==> config.mk <==
export PLATFORM = sky130hd
export DESIGN_NAME = dac_link_host_flat
export DESIGN_NICKNAME = d
export VERILOG_FILES = /design/src/hdl/dac_pwr_pkg.sv /design/src/hdl/dac_link_if.sv /design/src/hdl/dac_link_host.sv /design/src/flat_wrapper.sv
export SDC_FILE = /design/constraint.sdc
export NUM_CORES = 1
export LEC_CHECK = 0
export BUFFER_PORTS_ARGS = -buffer_cell sky130_fd_sc_hd__buf_2
export CAP_MARGIN = 20
export CORE_ASPECT_RATIO = 1.2
export CORE_MARGIN = 4
export CORE_UTILIZATION = 54
export DETAILED_ROUTE_END_ITERATION = 10
export GPL_ROUTABILITY_DRIVEN = 0
export HOLD_SLACK_MARGIN = 0.12
export PLACE_DENSITY = 0.82
export RECOVER_POWER = 50
export SLEW_MARGIN = 40
export SYNTH_ARGS = -nofsm -noshare
export SYNTH_HDL_FRONTEND = slang
export SYNTH_SLANG_ARGS = --single-unit
==> constraint.sdc <==
create_clock -name clk -period 5 [get_ports clk]
set_input_delay 0.25 -clock clk [delete_from_list [all_inputs] [get_ports clk]]
set_output_delay 0.25 -clock clk [all_outputs]
set_load 0.02 [all_outputs]
==> src/hdl/dac_pwr_pkg.sv <==
/*
  constants shared by both ends of the serial power and fault control link.
  assumes a 20 mhz clock and 24-bit frames, msb first, sampled on falling sclk.
*/
package dac_pwr_pkg;
  localparam int FRAME_W = 24;
  localparam int RW_BIT = 23;
  localparam int REG_HI = 21;
  localparam int REG_LO = 19;
  localparam int ADR_HI = 18;
  localparam int ADR_LO = 16;
  localparam logic [2:0] REG_DAC = 3'h0;
  localparam logic [2:0] REG_POWER = 3'h2;
  localparam logic [2:0] REG_CTRL = 3'h3;
  localparam logic [2:0] ADR_POWER = 3'h0;
  localparam logic [2:0] ADR_CTRL_SET = 3'h1;
  localparam logic [2:0] ADR_CLEAR = 3'h4;
  localparam int PU_A_BIT = 0;
  localparam int PU_B_BIT = 2;
  localparam int VREF_POWER_ON_BIT = 4;
  localparam int TSD_BIT = 5;
  localparam int ZERO_BIT = 6;
  localparam int OC_A_BIT = 7;
  localparam int OC_B_BIT = 9;
  localparam int SDO_DIS_BIT = 0;
  localparam int CLR_SEL_BIT = 1;
  localparam int CLAMP_BIT = 2;
  localparam int TSD_EN_BIT = 3;
  localparam logic [3:0] CTRL_RST = 4'h4;
  localparam logic [2:0] POWER_RST = 3'h0;
  localparam logic [1:0] CLR_ZERO = 2'h0;
  localparam logic [1:0] CLR_MID = 2'h1;
  localparam logic [1:0] CLR_NEG_FULL = 2'h2;
  localparam int CLK_NS = 50;
  localparam int PU_WAIT_NS = 10000;
  localparam int PU_WAIT_CYC = (PU_WAIT_NS + CLK_NS - 1) / CLK_NS;
  localparam int SCLK_HALF = 4;
  localparam logic [3:0] AXI_FRAME = 4'h0;
  localparam logic [3:0] AXI_STATUS = 4'h4;
  localparam logic [3:0] AXI_RX = 4'h8;
  localparam logic [3:0] AXI_CFG = 4'hc;
endpackage

==> src/hdl/dac_link_if.sv <==
/*
  serial link between the controller and the dac power/fault logic.
  assumes both ends share one clock; sclk is an ordinary sampled signal.
*/
`timescale 1ns/100ps
`default_nettype none
interface dac_link_if;
  logic sclk;
  logic sync_n;
  logic sdin;
  logic sdo;
  modport device (input sclk, input sync_n, input sdin, output sdo);
  modport host (output sclk, output sync_n, output sdin, input sdo);
endinterface
`default_nettype wire

==> src/hdl/dac_link_host.sv <==
/*
  host end: axi4-lite slave that sends 24-bit frames on the serial link
  and captures the returned bits. assumes the device samples on falling sclk.
*/
// The AXI4-Lite interface to the registers was left to the implementer.
`timescale 1ns/100ps
`default_nettype none
module dac_link_host #(
  parameter int PU_WAIT = dac_pwr_pkg::PU_WAIT_CYC,
  parameter int HALF = dac_pwr_pkg::SCLK_HALF
) (
  // clock and reset
  input wire logic clk,
  input wire logic srst,
  // axi4-lite slave
  input wire logic [3:0] awaddr,
  input wire logic awvalid,
  output logic awready,
  input wire logic [31:0] wdata,
  input wire logic [3:0] wstrb,
  input wire logic wvalid,
  output logic wready,
  output logic [1:0] bresp,
  output logic bvalid,
  input wire logic bready,
  input wire logic [3:0] araddr,
  input wire logic arvalid,
  output logic arready,
  output logic [31:0] rdata,
  output logic [1:0] rresp,
  output logic rvalid,
  input wire logic rready,
  // serial link
  dac_link_if.host link
);
  typedef enum logic [1:0] {IDLE = 2'b00, SHIFT = 2'b01, FINISH = 2'b10, PU_HOLD = 2'b11} st_e;
  st_e st_r, st_nxt;
  logic [3:0] aw_r, aw_nxt;
  logic aw_ok_r, aw_ok_nxt, w_ok_r, w_ok_nxt;
  logic [31:0] wd_r, wd_nxt;
  logic awready_r, awready_nxt, wready_r, wready_nxt, arready_r, arready_nxt;
  logic bvalid_r, bvalid_nxt, rvalid_r, rvalid_nxt;
  logic [1:0] bresp_r, bresp_nxt, rresp_r, rresp_nxt;
  logic [31:0] rdata_r, rdata_nxt;
  logic ext_ref_r, ext_ref_nxt;
  logic [23:0] tx_r, tx_nxt, rx_r, rx_nxt;
  logic [4:0] cnt_r, cnt_nxt;
  logic [7:0] div_r, div_nxt;
  logic [15:0] wait_r, wait_nxt;
  logic pu_set_r, pu_set_nxt;
  logic sclk_r, sclk_nxt, sync_n_r, sync_n_nxt, sdin_r, sdin_nxt;
  logic tick;
  logic [23:0] frame;

  always_comb begin
    st_nxt = st_r;
    aw_nxt = aw_r;
    aw_ok_nxt = aw_ok_r;
    w_ok_nxt = w_ok_r;
    wd_nxt = wd_r;
    bvalid_nxt = bvalid_r & ~bready;
    bresp_nxt = bresp_r;
    rvalid_nxt = rvalid_r & ~rready;
    rresp_nxt = rresp_r;
    rdata_nxt = rdata_r;
    ext_ref_nxt = ext_ref_r;
    tx_nxt = tx_r;
    rx_nxt = rx_r;
    cnt_nxt = cnt_r;
    pu_set_nxt = pu_set_r;
    wait_nxt = wait_r;
    sclk_nxt = sclk_r;
    sync_n_nxt = sync_n_r;
    sdin_nxt = sdin_r;
    tick = (div_r == 8'(HALF - 1));
    div_nxt = (tick || st_r == IDLE) ? 8'h00 : div_r + 8'h01;
    frame = wd_r[23:0];
    // external reference: the reference bit never leaves the host set
    if (ext_ref_r && frame[dac_pwr_pkg::REG_HI:dac_pwr_pkg::REG_LO] == dac_pwr_pkg::REG_POWER) begin
      frame[dac_pwr_pkg::VREF_POWER_ON_BIT] = 1'b0;
    end
    frame[dac_pwr_pkg::ZERO_BIT] = (frame[dac_pwr_pkg::REG_HI:dac_pwr_pkg::REG_LO] == dac_pwr_pkg::REG_POWER)
      ? 1'b0 : frame[dac_pwr_pkg::ZERO_BIT];
    if (awvalid && awready_r) begin
      aw_nxt = awaddr;
      aw_ok_nxt = 1'b1;
    end
    if (wvalid && wready_r) begin
      wd_nxt = wdata;
      w_ok_nxt = 1'b1;
    end
    if (aw_ok_r && w_ok_r && !bvalid_r) begin
      aw_ok_nxt = 1'b0;
      w_ok_nxt = 1'b0;
      bvalid_nxt = 1'b1;
      bresp_nxt = 2'b00;
      if (aw_r == dac_pwr_pkg::AXI_FRAME) begin
        // a frame written while busy is dropped
        if (st_r == IDLE && wstrb != 4'h0) begin
          st_nxt = SHIFT;
          sync_n_nxt = 1'b0;
          sdin_nxt = frame[23];
          tx_nxt = {frame[22:0], 1'b0};
          cnt_nxt = 5'h00;
          pu_set_nxt = frame[dac_pwr_pkg::REG_HI:dac_pwr_pkg::REG_LO] == dac_pwr_pkg::REG_POWER
            && !frame[dac_pwr_pkg::RW_BIT] && (frame[dac_pwr_pkg::PU_A_BIT] || frame[dac_pwr_pkg::PU_B_BIT]);
        end
      end else if (aw_r == dac_pwr_pkg::AXI_CFG) begin
        ext_ref_nxt = wd_r[0];
      end else if (aw_r != dac_pwr_pkg::AXI_STATUS && aw_r != dac_pwr_pkg::AXI_RX) begin
        bresp_nxt = 2'b10;
      end
    end
    if (arvalid && arready_r) begin
      rvalid_nxt = 1'b1;
      rresp_nxt = 2'b00;
      unique case (araddr)
        dac_pwr_pkg::AXI_FRAME: rdata_nxt = {8'h00, wd_r[23:0]};
        dac_pwr_pkg::AXI_STATUS: rdata_nxt = {30'h00000000, st_r == PU_HOLD, st_r != IDLE};
        dac_pwr_pkg::AXI_RX: rdata_nxt = {8'h00, rx_r};
        dac_pwr_pkg::AXI_CFG: rdata_nxt = {31'h00000000, ext_ref_r};
        default: begin
          rdata_nxt = 32'h00000000;
          rresp_nxt = 2'b10;
        end
      endcase
    end
    // sclk idles high; device takes sdin on the fall, we take sdo there too
    unique case (st_r)
      IDLE: begin
      end
      SHIFT: begin
        if (tick) begin
          if (sclk_r) begin
            sclk_nxt = 1'b0;
            rx_nxt = {rx_r[22:0], link.sdo};
          end else begin
            sclk_nxt = 1'b1;
            cnt_nxt = cnt_r + 5'h01;
            if (cnt_r == 5'(dac_pwr_pkg::FRAME_W - 1)) begin
              st_nxt = FINISH;
            end else begin
              sdin_nxt = tx_r[23];
              tx_nxt = {tx_r[22:0], 1'b0};
            end
          end
        end
      end
      FINISH: begin
        if (tick) begin
          sync_n_nxt = 1'b1;
          wait_nxt = 16'(PU_WAIT);
          st_nxt = pu_set_r ? PU_HOLD : IDLE;
        end
      end
      PU_HOLD: begin
        // channel settling time before its output may be loaded
        wait_nxt = wait_r - 16'h0001;
        if (wait_r <= 16'h0001) begin
          st_nxt = IDLE;
        end
      end
    endcase
    awready_nxt = ~aw_ok_nxt & ~bvalid_nxt;
    wready_nxt = ~w_ok_nxt & ~bvalid_nxt;
    arready_nxt = ~rvalid_nxt;
  end

  always_ff @(posedge clk) begin
    if (srst) begin
      st_r <= IDLE;
      aw_r <= 4'h0;
      aw_ok_r <= 1'b0;
      w_ok_r <= 1'b0;
      wd_r <= 32'h00000000;
      awready_r <= 1'b0;
      wready_r <= 1'b0;
      arready_r <= 1'b0;
      bvalid_r <= 1'b0;
      rvalid_r <= 1'b0;
      bresp_r <= 2'b00;
      rresp_r <= 2'b00;
      rdata_r <= 32'h00000000;
      ext_ref_r <= 1'b0;
      tx_r <= 24'h000000;
      rx_r <= 24'h000000;
      cnt_r <= 5'h00;
      div_r <= 8'h00;
      wait_r <= 16'h0000;
      pu_set_r <= 1'b0;
      sclk_r <= 1'b1;
      sync_n_r <= 1'b1;
      sdin_r <= 1'b0;
    end else begin
      st_r <= st_nxt;
      aw_r <= aw_nxt;
      aw_ok_r <= aw_ok_nxt;
      w_ok_r <= w_ok_nxt;
      wd_r <= wd_nxt;
      awready_r <= awready_nxt;
      wready_r <= wready_nxt;
      arready_r <= arready_nxt;
      bvalid_r <= bvalid_nxt;
      rvalid_r <= rvalid_nxt;
      bresp_r <= bresp_nxt;
      rresp_r <= rresp_nxt;
      rdata_r <= rdata_nxt;
      ext_ref_r <= ext_ref_nxt;
      tx_r <= tx_nxt;
      rx_r <= rx_nxt;
      cnt_r <= cnt_nxt;
      div_r <= div_nxt;
      wait_r <= wait_nxt;
      pu_set_r <= pu_set_nxt;
      sclk_r <= sclk_nxt;
      sync_n_r <= sync_n_nxt;
      sdin_r <= sdin_nxt;
    end
  end

  always_comb begin
    awready = awready_r;
    wready = wready_r;
    arready = arready_r;
    bvalid = bvalid_r;
    bresp = bresp_r;
    rvalid = rvalid_r;
    rresp = rresp_r;
    rdata = rdata_r;
    link.sclk = sclk_r;
    link.sync_n = sync_n_r;
    link.sdin = sdin_r;
  end
endmodule
`default_nettype wire

==> src/flat_wrapper.sv <==
// flat-port wrapper written by rule: the top's interface ports become plain ports
module dac_link_host_flat 
#(
  parameter int PU_WAIT = dac_pwr_pkg::PU_WAIT_CYC,
  parameter int HALF = dac_pwr_pkg::SCLK_HALF
)
  (clk, srst, awaddr, awvalid, awready, wdata, wstrb, wvalid, wready, bresp, bvalid, bready, araddr, arvalid, arready, rdata, rresp, rvalid, rready, link_sclk, link_sync_n, link_sdin, link_sdo);
  dac_link_if link_i ();
  input wire logic clk;
  input wire logic srst;
  input wire logic [3:0] awaddr;
  input wire logic awvalid;
  output logic awready;
  input wire logic [31:0] wdata;
  input wire logic [3:0] wstrb;
  input wire logic wvalid;
  output logic wready;
  output logic [1:0] bresp;
  output logic bvalid;
  input wire logic bready;
  input wire logic [3:0] araddr;
  input wire logic arvalid;
  output logic arready;
  output logic [31:0] rdata;
  output logic [1:0] rresp;
  output logic rvalid;
  input wire logic rready;
  output wire logic [$bits(link_i.sclk)-1:0] link_sclk;
  output wire logic [$bits(link_i.sync_n)-1:0] link_sync_n;
  output wire logic [$bits(link_i.sdin)-1:0] link_sdin;
  input wire logic [$bits(link_i.sdo)-1:0] link_sdo;
  assign link_sclk = link_i.sclk;
  assign link_sync_n = link_i.sync_n;
  assign link_sdin = link_i.sdin;
  assign link_i.sdo = link_sdo;
  dac_link_host #(.PU_WAIT(PU_WAIT), .HALF(HALF)) u_core (.clk(clk), .srst(srst), .awaddr(awaddr), .awvalid(awvalid), .awready(awready), .wdata(wdata), .wstrb(wstrb), .wvalid(wvalid), .wready(wready), .bresp(bresp), .bvalid(bvalid), .bready(bready), .araddr(araddr), .arvalid(arvalid), .arready(arready), .rdata(rdata), .rresp(rresp), .rvalid(rvalid), .rready(rready), .link(link_i));
endmodule
==> impl_metrics.env <==
export IMPL_postRouteAntennaNets=0
export IMPL_first_global_vias=5370
export IMPL_p_leak_nw=2.93
export IMPL_clk_latency_ns=0.41
export IMPL_end_kind="flip-flop"
export IMPL_wirelength_um=15100
export IMPL_final_nets=840
export IMPL_core_area_sq_mm=0.0111
export IMPL_fin_crit_sh_pct=66.4
export IMPL_min_path_cells=3
export IMPL_hold_class="input port to flip-flop"
export IMPL_crit_slowest_cell="clkbuf_1"
export IMPL_reg2reg_from="u_core.div_r[0]$_SDFF_PP0_"
export IMPL_cts_tree="built"
export IMPL_fin_tns_setup_ns=0
export IMPL_synthesis_area_sq_mm=0.00620
export IMPL_cts_buffers=17
export IMPL_critPathRequiredTime_ns=5.27
export IMPL_ys_async_sr_fraction_pct=0
export IMPL_finalMaxSlewViolations=63
export IMPL_cap_violations=1
export IMPL_whs_endpoint="u_core.aw_r[0]$_SDFFE_PP0P_"
export IMPL_cts_root_buf="clkbuf_16"
export IMPL_cp_start_kind="input port"
export IMPL_preCtsSetupSlack_ns=2.67
export IMPL_ys_types=57
export IMPL_htree_levels=4
export IMPL_yosys_warnings=0
export IMPL_wl_per_cell_um=15.9
export IMPL_antenna_found_initial=1
export IMPL_grt_max_degree=70
export IMPL_holdCritStartpoint="awvalid"
export IMPL_holdBufCountCts=30
export IMPL_portBuffers=77
export IMPL_slew_headroom_pct=-74.0
export IMPL_hold_slack_ns=0.144
export IMPL_post_cts_resized=0
export IMPL_die_area_sq_mm=0.0133
export IMPL_status="finished, violations left"
export IMPL_drtIter0Drc=336
export IMPL_critPathMaxFanout=69
export IMPL_grt_first_pass_wirelength_um=25000
export IMPL_cp_cell_sequence="clkbuf_2 -> clkbuf_1 -> o21bai_1 -> a31oi_1"
export IMPL_criticalPathCategory="input port to flip-flop"
export IMPL_dieWidth_um=106
export IMPL_fmaxAchievable_mhz=301
export IMPL_final_common_cell="dfxtp_1"
export IMPL_start_util_pct=55.7
export IMPL_seqCellArea_sq_mm=0.00290
export IMPL_cpPeakStageDelay_ns=1.93
export IMPL_io_pins=96
export IMPL_synth_ff_type="dfxtp_1"
export IMPL_netlist_instances=702
export IMPL_drive_gt1_share_pct=11.2
export IMPL_dpl_cell_area_sq_mm=0.00657
export IMPL_die_h_um=125
export IMPL_min_period_ns=3.32
export IMPL_synth_edf_count=0
export IMPL_syn_avg_cell_area_sq_um=8.84
export IMPL_layout_common_cells="dfxtp_1 (145), nor2_1 (95), a21oi_1 (72)"
export IMPL_placed_cells=889
export IMPL_post_route_util_pct=66.6
export IMPL_vias_per_cell=5.64
export IMPL_drc=0
export IMPL_multi_input_area_sq_mm=0.00303
export IMPL_clockBufferDepth=2
export IMPL_irDropWorstVdd_v=0.000259
export IMPL_hold_viol=0
export IMPL_violations="capacitance limit, slew limit"
export IMPL_timing_rr_end="u_core.wait_r[14]$_SDFFE_PP0P_"
export IMPL_clock_sinks=145
export IMPL_clk_pin_slew_ns=0.06
export IMPL_worst_slack_ns=1.68
export IMPL_diodes=0
export IMPL_reg2reg_slack_ns=2.66
export IMPL_r2r_cells=5
export IMPL_finalClockSkew_ns=0.00814
export IMPL_rsz0062_at_grt="no"
export IMPL_post_cts_buffers=0
export IMPL_power_density_mw_per_mm2=350
export IMPL_p_total_mw=2.59
export IMPL_grt_usage_pct=23.0
export IMPL_ys_seq_elements=145
export IMPL_yosysSeqAreaShare_pct=46.8
export IMPL_grt_overflow=0
export IMPL_setup_viol=0
export IMPL_syn_to_final_growth_pct=19.6
export IMPL_nFillCells=940
export IMPL_cpLargestDelayFamily="buffers and inverters"
export IMPL_critPathArrivalTime_ns=3.58
export IMPL_dr_total_vias=5368
export IMPL_final_cell_count_no_fill=951
export IMPL_dp_hpwl_um=9710
export IMPL_rows=42
export IMPL_dr_pass1_iters=5
export IMPL_path_buf_inv=2
export IMPL_worst_slew_pin_slew_ns=2.61
export IMPL_design_area_sq_mm=0.00742
==> how the worst max path moves through the flow <==
stage / startpoint / end / cells past startpoint
3_3_place_gp: u_core.div_r[0]$_SDFF_PP0_ / u_core.wait_r[9]$_SDFFE_PP0P_ / 5
6_report: srst / u_core.tx_r[7]$_SDFF_PP0_ / 4
4_1_cts: u_core.div_r[0]$_SDFF_PP0_ / u_core.wait_r[12]$_SDFFE_PP0P_ / 5
5_1_grt: srst / u_core.tx_r[7]$_SDFF_PP0_ / 4
2_1_floorplan: u_core.wait_r[0]$_SDFFE_PP0P_ / u_core.wait_r[10]$_SDFFE_PP0P_ / 7
3_5_place_dp: u_core.div_r[0]$_SDFF_PP0_ / u_core.wait_r[12]$_SDFFE_PP0P_ / 5
==> per-layer routing <==
metal | global-route usage [%] | routed length (um) | part of all wire (%) | up-vias
li1 | - | - | - | 2622
met1 | 25.0 | 5850 | 39 | 2565
met2 | 42.3 | 8130 | 54 | 143
met3 | 5.67 | 656 | 4.3 | 36
met4 | 9.07 | 448 | 3.0 | 2
met5 | 0 | 7 | 0.046 | -
==> registers in the layout (all words and copies together), names as in the netlist, 2 cells and up <==
register,flops
u_core.wd_r,24
u_core.rx_r,24
u_core.aw_r,4
u_core.cnt_r,5
u_core.tx_r,24
u_core.rdata,24
u_core.div_r,8
u_core.wait_r,16
u_core.st_r,2
==> cell usage after synthesis, types with 9 or more instances <==
cell type	instances	area (sq um)
nand2_1	70	263
or4_1	11	82.6
mux2i_1	70	701
nor2_1	95	357
buf_4	12	90.1
clkbuf_1	37	139
nand3_1	21	105
a211oi_1	23	173
dfxtp_1	145	2900
o31ai_1	9	67.6
a21oi_1	72	360
nor3_1	31	155
==> worst min-delay path: cells and delay by family <==
family / cells / cell delay, ns
buffers and inverters: 1 / 0.12
and+or+nand+nor: 1 / 0.08
AOI/OAI and AO/OA: 1 / 0.05
==> cell families (layout without fill, tap and decap cells) <==
logic type      after synthesis  in the layout  share of synthesized area (%)
fa+ha+maj                     4              4                          0.807
mux                          72             72                           11.8
simple gates                280            280                           21.7
flops                       145            145                           46.8
buf+inv                      63            149                           5.02
other cells                   1             10                         0.0605
xor+xnor                      8              8                           1.13
compound gates              129            129                           12.6
==> cell type report <==
type	instances	share of cell area (%)
Tap cell	154	2.60
Clock inverter	11	1.84
Inverter	5	0.253
Sequential cell	145	39.1
Timing Repair Buffer	112	9.12
Multi-Input combinational cell	503	40.9
Clock buffer	21	6.21
==> power breakdown <==
part / total (mW) / switching, mW / internal [mW]
sequential: 1.19 / 0.0167 / 1.17
combinational: 0.133 / 0.0810 / 0.0523
clock: 1.27 / 0.466 / 0.806
total: 2.59 / 0.563 / 2.03
Note: power is estimated with default switching activity, not from simulation.
